==> src/hw/ussig_pkg.sv <==
/*
 * Constants for the serial status shadow and interrupt gather block:
 * register offsets, field positions, reset values, source codes, modes.
 * Assumes a 32-bit register port with byte addresses.
 */
package ussig_pkg;

   // Sizes
   localparam int NUM_CH  = 4;
   localparam int FILL_W  = 8;
   localparam int ISR_W   = 6;
   localparam int NUM_MIO = 12;

   // Register byte offsets
   localparam logic [7:0] OFS_RX_LEVEL = 8'h10;
   localparam logic [7:0] OFS_TX_LEVEL = 8'h14;
   localparam logic [7:0] OFS_SOURCE   = 8'h18;
   localparam logic [7:0] OFS_GLOBAL   = 8'h1c;

   // Source word fields
   localparam int SRC_GD_LSB  = 27;
   localparam int SRC_GGD_BIT = 31;

   // Global word fields
   localparam int GIS_CHIRQ_LSB = 0;
   localparam int GIS_B4        = 4;
   localparam int GIS_B5        = 5;
   localparam int GIS_MIO_LSB   = 6;
   localparam int GIS_CHEN_LSB  = 16;
   localparam int GIS_EN20      = 20;
   localparam int GIS_EN21      = 21;
   localparam int GIS_MIOEN_LSB = 22;

   // Reset values
   localparam logic [7:0] FILL_RST     = 8'h00;
   localparam logic [5:0] ISR_RST      = 6'h01;
   localparam logic       GD_RST       = 1'h1;
   localparam logic [3:0] CHEN_RST     = 4'hf;
   localparam logic       EN20_RST     = 1'h1;
   localparam logic       EN21_RST_PIN = 1'h1;
   localparam logic       EN21_RST_PWR = 1'h0;
   localparam logic [9:0] MIOEN_RST    = 10'h3ff;

   // Interrupt source codes that still allow good data
   localparam logic [5:0] ISR_NONE   = 6'h01;
   localparam logic [5:0] ISR_RXDATA = 6'h04;
   localparam logic [5:0] ISR_RXTMO  = 6'h0c;
   localparam logic [5:0] ISR_THRE   = 6'h02;

   // Device modes and pin-1 function
   localparam logic [2:0] MODE_PP_A = 3'h1;
   localparam logic [2:0] MODE_PP_B = 3'h5;
   localparam logic [2:0] MODE_SSID = 3'h2;
   localparam logic [1:0] PIN1_AS_PIN = 2'h0;

   // Register select
   typedef enum logic [2:0] {
      SEL_NONE = 3'b000,
      SEL_RX   = 3'b001,
      SEL_TX   = 3'b010,
      SEL_SRC  = 3'b011,
      SEL_GIS  = 3'b100
   } ussig_sel_t;

endpackage

==> src/hw/ussig_chan.sv <==
/*
 * One serial channel's shadow: fill levels, source code, good-data
 * flag and internal interrupt state, all registered.
 * Assumes the channel's status inputs are synchronous to CLK_SYS.
 */
`timescale 1ns/100ps
module ussig_chan (
   // Clock and reset
   input  wire logic       clk_sys,
   input  wire logic       rst,
   // Live channel status
   input  wire logic [7:0] rx_fill,
   input  wire logic [7:0] tx_fill,
   input  wire logic [5:0] isr_code,
   input  wire logic       lsr_err_sum,
   input  wire logic       lsr_overrun,
   // Shadowed status
   output logic      [7:0] rx_level,
   output logic      [7:0] tx_level,
   output logic      [5:0] source_code,
   output logic            good_data,
   output logic            ch_irq
);

   logic code_ok;
   logic gd_next;
   logic irq_next;

   assign code_ok  = (isr_code == ussig_pkg::ISR_NONE)   ||
                     (isr_code == ussig_pkg::ISR_RXDATA) ||
                     (isr_code == ussig_pkg::ISR_RXTMO)  ||
                     (isr_code == ussig_pkg::ISR_THRE);
   // Live error summary, so a status read that clears it lifts the flag
   assign gd_next  = code_ok & ~lsr_err_sum & ~lsr_overrun;
   assign irq_next = ~isr_code[0];

   always_ff @(posedge clk_sys) begin
      if (rst) begin
         rx_level    <= ussig_pkg::FILL_RST;
         tx_level    <= ussig_pkg::FILL_RST;
         source_code <= ussig_pkg::ISR_RST;
         good_data   <= ussig_pkg::GD_RST;
         ch_irq      <= 1'h0;
      end else begin
         rx_level    <= rx_fill;
         tx_level    <= tx_fill;
         source_code <= isr_code;
         good_data   <= gd_next;
         ch_irq      <= irq_next;
      end
   end

endmodule

==> src/hw/ussig_top.sv <==
/*
 * Status shadow and interrupt gather for four serial channels and the
 * multipurpose pins: three adjacent read words, a global status and
 * enable word, and the shared level interrupt request.
 * Assumes a register port from the bus target with one-cycle strobes,
 * and all status inputs synchronous to CLK_SYS.
 */
// Function
// - Word 0x10 shows each channel's receive fill count per byte, reset zero.
// - Word 0x14 shows each channel's transmit fill count per byte, reset zero.
// - Word 0x18 mirrors four six-bit source codes, each resetting to 01h.
// - Bits 27-30 are per-channel good-data flags, bit 31 their AND, reset one.
// - Good data needs an allowed source code, no error summary, no overrun.
// - Flag follows live error summary; software drains FIFO after status read.
// - The four words sit at 10h-1Ch and may be burst read.
// - Global bits 3:0 show channel interrupt states, read-only, reset zero.
// - Outside parallel modes, bit 4 shows polarity-adjusted pin 0.
// - In parallel modes, bit 4 shows the parallel port request, reset zero.
// - With pin-1 field zero, bit 5 shows polarity-adjusted pin 1.
// - Otherwise bit 5 is sticky power-down flag, cleared by host read.
// - Bits 15:6 show polarity-adjusted pins 11 down to 2.
// - Bits 19:16 are channel interrupt enables, read-write, reset Fh.
// - Outside parallel modes, bit 20 enables pin 0 interrupt, reset one.
// - In parallel modes, bit 20 enables the parallel port interrupt.
// - With pin-1 field zero, bit 21 enables pin 1 interrupt, reset one.
// - Otherwise bit 21 enables the power-down interrupt, reset zero.
// - Bits 31:22 enable pins 11 down to 2, reset 3FFh.
// - Bits 3:0 are inverse of each channel's no-pending source bit.
// - The interrupt pin is a shareable level, low while any enabled source is active; pins are ignored in SSID mode.
`timescale 1ns/100ps
module ussig_top #(
   parameter int NUM_CH  = ussig_pkg::NUM_CH,
   parameter int NUM_MIO = ussig_pkg::NUM_MIO
) (
   // Clock and reset
   input  wire logic                        CLK_SYS,
   input  wire logic                        RST,
   // Register port
   input  wire logic [7:0]                  REG_ADDR,
   input  wire logic                        REG_RD,
   input  wire logic                        REG_WR,
   input  wire logic [3:0]                  REG_BE,
   input  wire logic [31:0]                 REG_WDATA,
   output logic      [31:0]                 REG_RDATA,
   output logic                             REG_RVALID,
   // Serial channel status
   input  wire logic [NUM_CH*8-1:0]         RX_FILL,
   input  wire logic [NUM_CH*8-1:0]         TX_FILL,
   input  wire logic [NUM_CH*6-1:0]         ISR_CODE,
   input  wire logic [NUM_CH-1:0]           LSR_ERR_SUM,
   input  wire logic [NUM_CH-1:0]           LSR_OVERRUN,
   // Multipurpose pins and configuration
   input  wire logic [NUM_MIO-1:0]          MIO_PIN,
   input  wire logic [NUM_MIO-1:0]          PIN_POLARITY,
   input  wire logic [2:0]                  DEV_MODE,
   input  wire logic [1:0]                  PIN1_FUNC,
   // Other sources
   input  wire logic                        PP_IRQ,
   input  wire logic                        PWRDN_REQ,
   // Interrupt pin, open drain
   output logic                             INT_N_LEVEL,
   output logic                             INT_N_OE
);

   // Shadow buses
   logic [31:0]           rx_word;
   logic [31:0]           tx_word;
   logic [NUM_CH*6-1:0]   isr_bus;
   logic [NUM_CH-1:0]     gd_bus;
   logic [NUM_CH-1:0]     ch_irq;

   // Registers
   logic [NUM_MIO-1:0]    mio_int_reg;
   logic                  pp_irq_reg;
   logic                  pwrdn_reg;
   logic                  pwrdn_next;
   logic [3:0]            chen_reg;
   logic [3:0]            chen_next;
   logic                  en20_reg;
   logic                  en20_next;
   logic                  en21_reg;
   logic                  en21_next;
   logic [9:0]            mioen_reg;
   logic [9:0]            mioen_next;
   logic                  irq_reg;
   logic                  irq_next;
   logic [31:0]           rdata_reg;
   logic [31:0]           rdata_next;
   logic                  rvalid_reg;

   // Decode
   ussig_pkg::ussig_sel_t sel;
   logic                  rd_gis;
   logic                  wr_gis;
   logic                  wr_lo;
   logic                  wr_hi;

   // Modes
   logic                  pp_mode;
   logic                  ssid_mode;
   logic                  pin1_as_pin;

   // Assembled words
   logic [31:0]           src_word;
   logic [31:0]           gis_word;
   logic                  gis_b4;
   logic                  gis_b5;

   // Interrupt terms
   logic                  ch_term;
   logic                  b4_term;
   logic                  b5_term;
   logic                  mio_term;
   logic                  pwrdn_set;

   genvar i;

   // Per-channel shadows, packed straight into the read words
   generate
      for (i = 0; i < NUM_CH; i++) begin : g_chan
         ussig_chan u_chan (
            .clk_sys     (CLK_SYS),
            .rst         (RST),
            .rx_fill     (RX_FILL[i*8 +: 8]),
            .tx_fill     (TX_FILL[i*8 +: 8]),
            .isr_code    (ISR_CODE[i*6 +: 6]),
            .lsr_err_sum (LSR_ERR_SUM[i]),
            .lsr_overrun (LSR_OVERRUN[i]),
            .rx_level    (rx_word[i*8 +: 8]),
            .tx_level    (tx_word[i*8 +: 8]),
            .source_code (isr_bus[i*6 +: 6]),
            .good_data   (gd_bus[i]),
            .ch_irq      (ch_irq[i])
         );
      end
   endgenerate

   // Mode decode
   assign pp_mode     = (DEV_MODE == ussig_pkg::MODE_PP_A) ||
                        (DEV_MODE == ussig_pkg::MODE_PP_B);
   // Pins that carry a subsystem code must never interrupt
   assign ssid_mode   = (DEV_MODE == ussig_pkg::MODE_SSID);
   assign pin1_as_pin = (PIN1_FUNC == ussig_pkg::PIN1_AS_PIN);

   // Address decode, word aligned; low address bits are ignored
   always_comb begin
      case (REG_ADDR[7:2])
         ussig_pkg::OFS_RX_LEVEL[7:2]: sel = ussig_pkg::SEL_RX;
         ussig_pkg::OFS_TX_LEVEL[7:2]: sel = ussig_pkg::SEL_TX;
         ussig_pkg::OFS_SOURCE[7:2]:   sel = ussig_pkg::SEL_SRC;
         ussig_pkg::OFS_GLOBAL[7:2]:   sel = ussig_pkg::SEL_GIS;
         default:                      sel = ussig_pkg::SEL_NONE;
      endcase
   end

   assign rd_gis = REG_RD & (sel == ussig_pkg::SEL_GIS);
   assign wr_gis = REG_WR & (sel == ussig_pkg::SEL_GIS);
   assign wr_lo  = wr_gis & REG_BE[2];
   assign wr_hi  = wr_gis & REG_BE[3];

   // Source word; bits 26:24 read as zero
   assign src_word[23:0]  = isr_bus;
   assign src_word[26:24] = 3'h0;
   assign src_word[30:ussig_pkg::SRC_GD_LSB] = gd_bus;
   assign src_word[ussig_pkg::SRC_GGD_BIT]   = &gd_bus;

   // Shared status bits
   assign gis_b4 = pp_mode ? pp_irq_reg : mio_int_reg[0];
   assign gis_b5 = pin1_as_pin ? mio_int_reg[1] : pwrdn_reg;

   // Global word
   assign gis_word[3:ussig_pkg::GIS_CHIRQ_LSB] = ch_irq;
   assign gis_word[ussig_pkg::GIS_B4]          = gis_b4;
   assign gis_word[ussig_pkg::GIS_B5]          = gis_b5;
   assign gis_word[15:ussig_pkg::GIS_MIO_LSB]  = mio_int_reg[11:2];
   assign gis_word[19:ussig_pkg::GIS_CHEN_LSB] = chen_reg;
   assign gis_word[ussig_pkg::GIS_EN20]        = en20_reg;
   assign gis_word[ussig_pkg::GIS_EN21]        = en21_reg;
   assign gis_word[31:ussig_pkg::GIS_MIOEN_LSB] = mioen_reg;

   // Read data; unmapped words read as zero
   always_comb begin
      case (sel)
         ussig_pkg::SEL_RX:  rdata_next = rx_word;
         ussig_pkg::SEL_TX:  rdata_next = tx_word;
         ussig_pkg::SEL_SRC: rdata_next = src_word;
         ussig_pkg::SEL_GIS: rdata_next = gis_word;
         default:            rdata_next = 32'h0000_0000;
      endcase
   end

   // Enable writes by byte lane; the status half of the word is read-only
   assign chen_next  = wr_lo ? REG_WDATA[19:16] : chen_reg;
   assign en20_next  = wr_lo ? REG_WDATA[20] : en20_reg;
   assign en21_next  = wr_lo ? REG_WDATA[21] : en21_reg;
   assign mioen_next[1:0] = wr_lo ? REG_WDATA[23:22] : mioen_reg[1:0];
   assign mioen_next[9:2] = wr_hi ? REG_WDATA[31:24] : mioen_reg[9:2];

   // Sticky power-down flag; a request in the reading cycle survives
   assign pwrdn_set  = PWRDN_REQ & ~pin1_as_pin;
   assign pwrdn_next = pwrdn_set ? 1'h1 :
                       (rd_gis | pin1_as_pin) ? 1'h0 : pwrdn_reg;

   // Interrupt gather
   assign ch_term  = |(ch_irq & chen_reg);
   assign b4_term  = pp_mode ? (pp_irq_reg & en20_reg) :
                     (mio_int_reg[0] & en20_reg & ~ssid_mode);
   assign b5_term  = pin1_as_pin ? (mio_int_reg[1] & en21_reg & ~ssid_mode) :
                     (pwrdn_reg & en21_reg);
   assign mio_term = |(mio_int_reg[11:2] & mioen_reg) & ~ssid_mode;
   assign irq_next = ch_term | b4_term | b5_term | mio_term;

   // Pin state and other source capture
   always_ff @(posedge CLK_SYS) begin
      if (RST) begin
         mio_int_reg <= {NUM_MIO{1'b0}};
      end else begin
         mio_int_reg <= MIO_PIN ^ PIN_POLARITY;
      end
   end

   always_ff @(posedge CLK_SYS) begin
      if (RST) begin
         pp_irq_reg <= 1'h0;
      end else begin
         pp_irq_reg <= PP_IRQ;
      end
   end

   // Enables, one register to a block
   always_ff @(posedge CLK_SYS) begin
      if (RST) begin
         chen_reg <= ussig_pkg::CHEN_RST;
      end else begin
         chen_reg <= chen_next;
      end
   end

   always_ff @(posedge CLK_SYS) begin
      if (RST) begin
         en20_reg <= ussig_pkg::EN20_RST;
      end else begin
         en20_reg <= en20_next;
      end
   end

   // Reset value follows the pin-1 function seen while reset is held
   always_ff @(posedge CLK_SYS) begin
      if (RST) begin
         en21_reg <= pin1_as_pin ? ussig_pkg::EN21_RST_PIN :
                                   ussig_pkg::EN21_RST_PWR;
      end else begin
         en21_reg <= en21_next;
      end
   end

   always_ff @(posedge CLK_SYS) begin
      if (RST) begin
         mioen_reg <= ussig_pkg::MIOEN_RST;
      end else begin
         mioen_reg <= mioen_next;
      end
   end

   // Sticky flag
   always_ff @(posedge CLK_SYS) begin
      if (RST) begin
         pwrdn_reg <= 1'h0;
      end else begin
         pwrdn_reg <= pwrdn_next;
      end
   end

   // Interrupt request and read return
   always_ff @(posedge CLK_SYS) begin
      if (RST) begin
         irq_reg <= 1'h0;
      end else begin
         irq_reg <= irq_next;
      end
   end

   // Read data holds until the next read, so a slow host still sees it
   always_ff @(posedge CLK_SYS) begin
      if (RST) begin
         rdata_reg <= 32'h0000_0000;
      end else begin
         rdata_reg <= REG_RD ? rdata_next : rdata_reg;
      end
   end

   always_ff @(posedge CLK_SYS) begin
      if (RST) begin
         rvalid_reg <= 1'h0;
      end else begin
         rvalid_reg <= REG_RD;
      end
   end

   // Drive low only while a source is active, so the line stays shareable
   assign INT_N_LEVEL = 1'h0;
   assign INT_N_OE    = irq_reg;
   assign REG_RDATA   = rdata_reg;
   assign REG_RVALID  = rvalid_reg;

endmodule
==> config.mk <==
export PLATFORM = sky130hd
export DESIGN_NAME = ussig_top
export DESIGN_NICKNAME = d
export VERILOG_FILES = /design/src/hw/ussig_pkg.sv /design/src/hw/ussig_chan.sv /design/src/hw/ussig_top.sv
export SDC_FILE = /design/constraint.sdc
export NUM_CORES = 1
export LEC_CHECK = 0
export ABC_AREA = 0
export BUFFER_PORTS_ARGS = -buffer_cell sky130_fd_sc_hd__buf_2
export CELL_PAD_IN_SITES_DETAIL_PLACEMENT = 0
export CELL_PAD_IN_SITES_GLOBAL_PLACEMENT = 1
export CORE_AREA = 2 2 129 131
export CTS_CLUSTER_SIZE = 10
export DETAILED_ROUTE_END_ITERATION = 10
export DIE_AREA = 0 0 131 133
export PLACE_DENSITY_LB_ADDON = 0.2
export SYNTH_ARGS = -nofsm -noshare
export SYNTH_HDL_FRONTEND = slang
export SYNTH_SLANG_ARGS = --single-unit
export TNS_END_PERCENT = 100
==> constraint.sdc <==
create_clock -name CLK_SYS -period 1.6 [get_ports CLK_SYS]
set_clock_uncertainty 0.15 [all_clocks]
set_input_delay 0.08 -clock CLK_SYS [delete_from_list [all_inputs] [get_ports CLK_SYS]]
set_output_delay 0.08 -clock CLK_SYS [all_outputs]
set_load 0.01 [all_outputs]
[Word-level counts from Yosys, hierarchy flattened]
Index checks and enable logic that the tools add are counted.
Widths: inputs -> output; s select.
Word-level totals
  bits in registers: 160
  latch bits: 0
  bits in writable memories: 0
  ROM bits: 0
  output and inout bits: 35
  word-level logic and storage cells: 129
  memories: 0
Cells by class
  add/sub/neg operators: 0
  $mul: 0
  divide/modulo/power cells: 0
  $lt $le $gt $ge: 0
  eq/ne operators: 27
  shift-type cells: 0
  multiplexer cells: 11
  bitwise gates (word level): 41
  reduce and logical (&&, ||, !) cells: 19
Operators with widths (count)
  $pmux 32 s4: 1
  $eq 6x3->1 const B: 8
  $eq 6x1->1 const B: 4
  $eq 6x2->1 const B: 4
  $eq 6x4->1 const B: 4
  $and 1x1->1: 20
  $not 1->1: 14
  $logic_or 1x1->1: 13
  $pmux 3 s4: 1
  $xor 12x12->12: 1
  $and 10x10->10: 1
  $reduce_or 10->1: 1
  $eq 3x2->1 const B: 3
  $mux 1: 9
  $eq 3x1->1 const B: 2
  $eq 3x3->1 const B: 2
  $and 4x4->4: 1
  $or 1x1->1: 4
  $reduce_and 4->1: 1
  $reduce_bool 2->1: 2
  $reduce_or 4->1: 1
  $logic_not 2->1: 1

[Depth between registers and ports, before layout]
Gate-level depths: netlist (run 1).
  word-level depth: 7
  mapped depth: 7
  mapped depth without buffers: 4

[Modules after synthesis]
A second synthesis (run 1) with hierarchy kept.
Second synthesis, totals
  cell total of the unflattened synthesis: 612
  area total of the unflattened synthesis: 6165.9 sq um
By module, submodules not included
  ussig_top: instances 1, cells each 388, area an instance 3408.3 sq um
  ussig_chan: instances 4, cells each 56, area an instance 689.4 sq um

[Worst setup path after synthesis (run 1)]
Ideal clock, no wire load.
  kind: in2reg
  start point: input port PIN1_FUNC[1]
  end point: register rdata_reg[5] (netlist: REG_RDATA[5])
  arrival time: 1.245 ns
  path slack: 0.088 ns
  cell stages on the path: 4
  path buffers: 0
  path through: nor2_1 > mux2_2 > mux4_2 > a22o_1
On the way
  longest elaborated chain between the ends: 3
RTL lines
  from (decl): line ussig_top.sv:56  | input wire logic [1:0] PIN1_FUNC,
  $logic_not 2->1: line ussig_top.sv:143  | assign pin1_as_pin = (PIN1_FUNC == ussig_pkg::PIN1_AS_PIN);
  $mux 1: line ussig_top.sv:169  | assign gis_b5 = pin1_as_pin ? mio_int_reg[1] : pwrdn_reg;
  $pmux 32 s4: line ussig_top.sv:183  | case (sel)
  to (signal assigned): line ussig_top.sv:288  | rdata_reg <= REG_RD ? rdata_next : rdata_reg;
  to (decl): line ussig_top.sv:87  | logic [31:0] rdata_reg;
No other way between the ends.
A chain may end at the register's enable or synchronous reset.

[Final worst setup path (run 1)]
  start point: register pwrdn_reg
  end point: register rdata_reg[5] (netlist: REG_RDATA[5])
On the way
  longest elaborated chain between the ends: 2
RTL lines
  from (decl): line ussig_top.sv:75  | logic pwrdn_reg;
  from (signal assigned): line ussig_top.sv:270  | pwrdn_reg <= pwrdn_next;
  $mux 1: line ussig_top.sv:169
  $pmux 32 s4: line ussig_top.sv:183
No other way between the ends.

==> impl_metrics.prom, run 1 <==
# TYPE chip_impl_metric gauge
chip_impl_metric{name="synth_sequential_area_ratio",unit="%"} 55.4
chip_impl_metric{name="ratio_of_cells_with_drive_above_1_in_the_final_layout",unit="%"} 31.0
chip_impl_metric{name="detailed_place.area",unit="sq um"} 7040
chip_impl_metric{name="die_h",unit="microns"} 133
chip_impl_info{name="synthTopCellsByArea",value="dfxtp_1, nor2b_1, mux2_2"} 1
chip_impl_metric{name="worst_slew_pin_slew",unit="ns"} 1.03
chip_impl_metric{name="ys_seq_elements",unit=""} 160
chip_impl_metric{name="globalRouteTotalUtil",unit="%"} 20.2
chip_impl_metric{name="layoutNonFillerInstCount",unit=""} 1121
chip_impl_metric{name="fp.dieArea",unit="sq um"} 17400
chip_impl_metric{name="worst-endpoint-required",unit="ns"} 1.77
chip_impl_metric{name="leakage",unit="nW"} 3.99
chip_impl_metric{name="vias_per_cell",unit=""} 4.65
chip_impl_info{name="setup.worst_path.start",value="pwrdn_reg"} 1
chip_impl_metric{name="period_share",unit="%"} 95.2
chip_impl_info{name="hold_class",value="in -> reg"} 1
chip_impl_metric{name="synth_warnings",unit=""} 0
chip_impl_info{name="tritoncts",value="built"} 1
chip_impl_metric{name="detailed_router_s_first_iteration_violation_count",unit=""} 247
chip_impl_metric{name="max_freq",unit="GHz"} 0.656
chip_impl_metric{name="switching_share",unit="%"} 23.6
chip_impl_metric{name="syn_area",unit="sq um"} 5800
chip_impl_metric{name="worst_ir_drop_vdd",unit="uV"} 777
chip_impl_metric{name="finalWirelength",unit="microns"} 17300
chip_impl_metric{name="area_growth",unit="%"} 58.0
chip_impl_metric{name="dr.pass1.iters",unit=""} 4
chip_impl_metric{name="timing_hold_violations_final",unit=""} 0
chip_impl_metric{name="yosys.cell_types.count",unit=""} 42
chip_impl_metric{name="io_buffer_count",unit=""} 188
chip_impl_metric{name="place.gp.congestion",unit=""} 0.828
chip_impl_info{name="clockRootBuffer",value="clkbuf_16"} 1
chip_impl_metric{name="postSynth.asyncResetShare",unit="%"} 0
chip_impl_metric{name="htreeDepth",unit=""} 4
chip_impl_metric{name="syn_avg_cell_area",unit="sq um"} 10.6
chip_impl_metric{name="fin_util",unit="%"} 56.6
chip_impl_metric{name="num_vias",unit=""} 5212
chip_impl_metric{name="power.combinational.fraction",unit="%"} 11.3
chip_impl_info{name="post-synth-top-area-cell",value="dfxtp_1"} 1
chip_impl_info{name="unrepaired_setup_endpoints_after_global_routing",value="no"} 1
chip_impl_metric{name="cts_buffer_depth",unit=""} 2
chip_impl_metric{name="syn_inst",unit=""} 549
chip_impl_metric{name="slew_violations",unit=""} 0
chip_impl_metric{name="cts_sinks",unit=""} 160
chip_impl_info{name="synth_flop_cell",value="dfxtp_1"} 1
chip_impl_metric{name="area_share_of_the_largest_cell_type_after_synthesis",unit="%"} 54.9
chip_impl_metric{name="final_area",unit="sq um"} 9160
chip_impl_info{name="reg_to_reg_startpoint",value="pwrdn_reg"} 1
chip_impl_metric{name="first_global_vias",unit=""} 5371
chip_impl_metric{name="seq_power_share",unit="%"} 45.0
chip_impl_metric{name="num_io_pins",unit=""} 210
chip_impl_metric{name="worst_slew_margin_rel",unit="%"} 31.2
chip_impl_metric{name="residual_antenna_violating_net_count_after_detailed_routing",unit=""} 0
chip_impl_metric{name="powerDensity",unit="nW/um^2"} 1020
chip_impl_metric{name="synth_enable_flop_cells",unit=""} 1
chip_impl_info{name="timing.hold.worst.start",value="REG_ADDR[6]"} 1
chip_impl_metric{name="antenna_cells",unit=""} 0
chip_impl_info{name="layout.cells.most_common_list",value="buf_2, dfxtp_1, dlygate4sd3_1"} 1
chip_impl_metric{name="post_cts_buffers",unit=""} 0
chip_impl_metric{name="post_drt_wl_per_cell",unit="microns"} 15.4
chip_impl_metric{name="die_width",unit="microns"} 131
chip_impl_info{name="crit_path_end_kind",value="register"} 1
chip_impl_metric{name="pwr-share-clk",unit="%"} 43.7
chip_impl_metric{name="grt_antenna_before_repair",unit=""} 0
chip_impl_metric{name="maxCapViolCount",unit=""} 0
chip_impl_metric{name="nets_in_the_synthesized_netlist",unit=""} 724
chip_impl_metric{name="tritoncts.num_buffers",unit=""} 17
chip_impl_metric{name="global_route.overflow_total",unit=""} 0
chip_impl_metric{name="grt_first_pass_wirelength",unit="microns"} 26700
chip_impl_metric{name="num-nets-final",unit=""} 1063
chip_impl_metric{name="post-dp-hpwl",unit="microns"} 11600
chip_impl_metric{name="timing.critical_path.fanout_max",unit=""} 3
chip_impl_info{name="status",value="complete, no violations"} 1
chip_impl_metric{name="power.switching",unit="mW"} 2.22
chip_impl_metric{name="worst-endpoint-arrival",unit="ns"} 1.69
chip_impl_metric{name="fp.coreArea",unit="sq um"} 16200
chip_impl_metric{name="grt_start_max_net_pins",unit=""} 64
chip_impl_metric{name="placed_cells",unit=""} 939
chip_impl_metric{name="clk_transition_reported_paths",unit="ns"} 0.06
chip_impl_metric{name="drc",unit=""} 0
chip_impl_info{name="worst-setup-path-type",value="reg -> reg"} 1
chip_impl_metric{name="insertion_delay",unit="ns"} 0.42
chip_impl_metric{name="placement_rows",unit=""} 47
chip_impl_metric{name="timing.final.crit_period",unit="ns"} 1.52
chip_impl_info{name="cp-start-kind",value="register"} 1
chip_impl_metric{name="setup_violations",unit=""} 0
chip_impl_metric{name="cell_internal_pwr",unit="mW"} 7.15
chip_impl_info{name="layout_commonest_cell",value="buf_2"} 1
chip_impl_metric{name="start_util",unit="%"} 35.9
## area by class of cell
type	instances	area [sq um]
tap	220	275
sequential	160	3210
timing repair buffer	356	2630
multi-input combinational	344	2410
clock buffer	17	425
fill	1420	7010
clock inverter	15	174
inverter	9	33.8
## power groups by stage
stage               Sequential, mW  Combinational [mW]  Clock, mW
floorplan                     4.29               0.395          0
global placement              4.31               0.743          0
detailed placement            4.31               0.749          0
CTS                           4.22                1.05       4.17
global route                  4.23                1.15       4.36
finish                        4.22                1.06       4.09
## cells in the mapped netlist (4+ instances only)
library cell and number:
dfxtp_1 159, nor2b_1 82, nor2_1 65, a22oi_1 27
mux2_2 26, a221o_1 23, a21oi_1 21, clkbuf_1 21
nor3_1 20, xnor2_1 12, a22o_1 9, inv_1 9
buf_2 7, mux4_2 5, nand2_1 5, a21o_1 4
buf_1 4, mux2i_1 4, nor3b_1 4, nor4_1 4
o21ai_0 4
## cell families (layout without fill, tap and decap cells)
| family | after synthesis | count (layout) | share of synthesized area (%) |
|---|---|---|---|
| muxes | 35 | 35 | 7.68 |
| AOI/OAI and AO/OA | 98 | 98 | 12.9 |
| xor gates and xnor gates | 12 | 12 | 1.81 |
| DFF | 160 | 160 | 55.4 |
| and+or+nand+nor | 198 | 198 | 18.7 |
| buffers and inverters | 45 | 397 | 3.45 |
| other | 1 | 1 | 0.0647 |
## per-layer routing
layer,up-vias,routed length (microns),GRT usage (%)
met1,2446,7550,24.8
li1,2594,-,-
met3,26,691,4.21
met4,0,333,7.15
met2,146,8710,34.8
met5,-,0,0
## repair_timing
action,in CTS,in global routing
resized for setup,0,4
hold buffers,150,0
endpoints found under the setup margin,0,17
hold endpoints to repair,131,0
## through the flow
stage                     hold WS, ns  TNS (ns)  total power, mW  setup WS [ns]
after floorplan                0.0139         0             4.68         0.0879
after global placement          0.142     -1.68             5.05         -0.120
after detailed placement        0.143     -3.37             5.06         -0.184
after CTS                     0.00144         0             9.44         0.0374
after global routing           0.0340         0             9.74         0.0363
final                          0.0174         0             9.37         0.0763
## critical path: stages, from the launching register on
cell and delay (ns):
dfxtp_1 0.33, mux2_2 0.27, mux4_2 0.47, a22o_1 0.21
## final timing paths
kind / to / slack (ns) / depth (start not counted)
min reg2reg: REG_RDATA[15] / 0.30 / 1
max: REG_RDATA[5] / 0.08 / 3
max reg2reg: REG_RDATA[5] / 0.08 / 3
min: REG_RDATA[31] / 0.02 / 5
Note: power is estimated with default switching activity, not from simulation.
==> run 2, diff against run 1 <==
- SETUP_SLACK_MARGIN: default -> 0.5
==> run 2 against run 1 <==
  * Fmax up 1.4%
  * Count of clock-buffer cells in the layout up 1
  * Register-to-register slack better by 0.02 ns
  * Largest power group unchanged
  * Largest cell class unchanged
==> impl_metrics.prom, run 2 (synthesis results as in run 1) <==
# TYPE chip_impl_metric gauge
chip_impl_metric{name="fillCellCount",unit=""} 1326
chip_impl_metric{name="cp_slowest_stage_delay",unit="ns"} 0.47
chip_impl_metric{name="leakage",unit="nW"} 4.40
chip_impl_info{name="timing.hold.worst.start",value="ISR_CODE[8]"} 1
chip_impl_metric{name="timing_hold_violations_final",unit=""} 0
chip_impl_metric{name="min_delay_path_depth",unit=""} 3
chip_impl_metric{name="placed_cells",unit=""} 939
chip_impl_metric{name="powerDensity",unit="nW/um^2"} 953
chip_impl_metric{name="slew_violations",unit=""} 0
chip_impl_info{name="setup.worst_path.start",value="pwrdn_reg"} 1
chip_impl_metric{name="htreeDepth",unit=""} 4
chip_impl_metric{name="timing.final.crit_period",unit="ns"} 1.50
chip_impl_info{name="layout.cells.most_common_list",value="buf_2, dlygate4sd3_1, dfxtp_1"} 1
chip_impl_metric{name="design_power_total",unit="mW"} 9.62
chip_impl_info{name="layout_commonest_cell",value="buf_2"} 1
chip_impl_metric{name="fp.coreArea",unit="sq um"} 16200
chip_impl_metric{name="grt_first_pass_wirelength",unit="microns"} 29000
chip_impl_metric{name="fp.dieArea",unit="sq um"} 17400
chip_impl_info{name="tritoncts",value="built"} 1
chip_impl_metric{name="grt_start_max_net_pins",unit=""} 124
chip_impl_metric{name="period_share",unit="%"} 94.0
chip_impl_metric{name="cts_buffer_depth",unit=""} 2
chip_impl_metric{name="global_route.overflow_total",unit=""} 0
chip_impl_metric{name="insertion_delay",unit="ns"} 0.42
chip_impl_info{name="worst-setup-path-type",value="reg -> reg"} 1
chip_impl_info{name="timing.critical_path.slowest_stage_cell",value="mux4_2"} 1
chip_impl_metric{name="num_vias",unit=""} 5338
chip_impl_metric{name="placement_rows",unit=""} 47
chip_impl_metric{name="die_h",unit="microns"} 133
chip_impl_metric{name="clk_transition_reported_paths",unit="ns"} 0.06
chip_impl_metric{name="worst-endpoint-required",unit="ns"} 1.76
chip_impl_metric{name="vias_per_cell",unit=""} 4.65
chip_impl_metric{name="dr.pass1.iters",unit=""} 4
chip_impl_metric{name="residual_antenna_violating_net_count_after_detailed_routing",unit=""} 0
chip_impl_metric{name="die_width",unit="microns"} 131
chip_impl_metric{name="post-dp-hpwl",unit="microns"} 11700
chip_impl_info{name="cp-start-kind",value="register"} 1
chip_impl_metric{name="ratio_of_cells_with_drive_above_1_in_the_final_layout",unit="%"} 44.1
chip_impl_metric{name="worst_ir_drop_vdd",unit="uV"} 789
chip_impl_metric{name="area_growth",unit="%"} 74.2
chip_impl_metric{name="antenna_cells",unit=""} 0
chip_impl_metric{name="worst_slew_pin_slew",unit="ns"} 0.832
chip_impl_metric{name="grt_antenna_before_repair",unit=""} 0
chip_impl_metric{name="fin_util",unit="%"} 62.5
chip_impl_metric{name="setup_violations",unit=""} 0
chip_impl_metric{name="detailed_router_s_first_iteration_violation_count",unit=""} 194
chip_impl_metric{name="io_buffer_count",unit=""} 188
chip_impl_metric{name="timing.critical_path.fanout_max",unit=""} 3
chip_impl_info{name="critical_path_cell_sequence",value="mux2_2 -> mux4_2 -> a22o_1"} 1
chip_impl_info{name="reg_to_reg_startpoint",value="pwrdn_reg"} 1
chip_impl_metric{name="layoutNonFillerInstCount",unit=""} 1148
chip_impl_metric{name="maxCapViolCount",unit=""} 0
chip_impl_info{name="hold_class",value="in -> reg"} 1
chip_impl_metric{name="place.gp.congestion",unit=""} 0.826
chip_impl_info{name="unrepaired_setup_endpoints_after_global_routing",value="yes"} 1
chip_impl_metric{name="cts_sinks",unit=""} 160
chip_impl_metric{name="ff_latch_area",unit="sq um"} 3290
chip_impl_metric{name="num_io_pins",unit=""} 210
chip_impl_metric{name="worst-endpoint-arrival",unit="ns"} 1.67
chip_impl_metric{name="post_drt_wl_per_cell",unit="microns"} 16.5
chip_impl_metric{name="first_global_vias",unit=""} 5850
chip_impl_metric{name="start_util",unit="%"} 35.9
chip_impl_metric{name="globalRouteTotalUtil",unit="%"} 21.7
chip_impl_metric{name="worst_slew_margin_rel",unit="%"} 44.4
chip_impl_info{name="crit_path_end_kind",value="register"} 1
chip_impl_metric{name="max_freq",unit="GHz"} 0.665
chip_impl_metric{name="finalWirelength",unit="microns"} 18900
chip_impl_metric{name="tritoncts.num_buffers",unit=""} 17
chip_impl_metric{name="area_used_by_multi_input_combinational_logic",unit="sq um"} 2730
chip_impl_metric{name="drc",unit=""} 0
chip_impl_metric{name="rr_worst_depth",unit=""} 3
chip_impl_info{name="clockRootBuffer",value="clkbuf_16"} 1
chip_impl_info{name="status",value="complete, no violations"} 1
chip_impl_metric{name="num-nets-final",unit=""} 1090
run 2: cell types whose count changed in the layout (fill, tap and decap cells not counted), moves of 15 or more:
cell and delta:
buf_2 -37, mux2_2 -22, a22oi_1 -22, dfxtp_2 +60, buf_6 +37, dfxtp_1 -61, mux2_4 +22, a22oi_2 +22
buf_4 +15
run 2: area by class of cell:
| class | instances | share of cell area, % |
|---|---|---|
| clock buffers | 18 | 4.25 |
| clock inverters | 14 | 1.77 |
| inverters | 9 | 0.334 |
| multi-input cells | 344 | 27.1 |
| flip-flops and latches | 160 | 32.6 |
| well taps | 220 | 2.72 |
| repair buffers | 383 | 31.3 |
run 2: report_power, final:
| group | switching, mW | internal, mW | total, mW | leakage [nW] |
|---|---|---|---|---|
| Clock | 1.70 | 2.48 | 4.18 | 0.289 |
| Sequential | 0.0731 | 4.16 | 4.24 | 1.34 |
| Combinational | 0.466 | 0.742 | 1.21 | 2.78 |
| Total | 2.23 | 7.39 | 9.62 | 4.40 |
run 2: per-stage QoR:
step / hold slack (ns) / worst slack (ns) / instance area, sq um / TNS (ns)
global route: 0.0126 / 0.0685 / 10100 / 0
global placement: 0.143 / -0.121 / 7090 / -2.30
detailed placement: 0.142 / -0.126 / 7090 / -2.24
floorplan: 0.0139 / 0.169 / 5900 / 0
finish: 0.00714 / 0.0968 / 10100 / 0
CTS: -0.183 / 0.0915 / 9790 / 0
run 2: worst max-delay path: cells and delay by family, from the launching register on:
| family | cells | cell delay (ns) |
|---|---|---|
| muxes | 2 | 0.74 |
| DFF | 1 | 0.33 |
| AOI/OAI and AO/OA | 1 | 0.19 |
run 2: worst paths after layout:
| kind | endpoint | slack [ns] |
|---|---|---|
| max | REG_RDATA[5] | 0.1 |
| min | g_chan[1].u_chan.source_code[2] | 0.007 |
| max reg2reg | REG_RDATA[5] | 0.1 |
| min reg2reg | REG_RDATA[27] | 0.30 |
run 2: routing by layer:
metal | global-route usage (%) | vias up | wire length (microns)
li1 | - | 2645 | -
met1 | 25.5 | 2532 | 8160
met2 | 38.7 | 140 | 9730
met3 | 4.81 | 21 | 774
met4 | 7.21 | 0 | 280
met5 | 0 | - | 0
run 2: repair_timing:
| item | in CTS | in global routing |
|---|---|---|
| setup buffers | 18 | 1 |
| hold buffers | 149 | 7 |
| gates resized for setup | 132 | 60 |
| gates cloned | 0 | 2 |
| setup endpoints to repair | 62 | 95 |
| pin swaps | 19 | 27 |
| hold endpoints to repair | 131 | 7 |
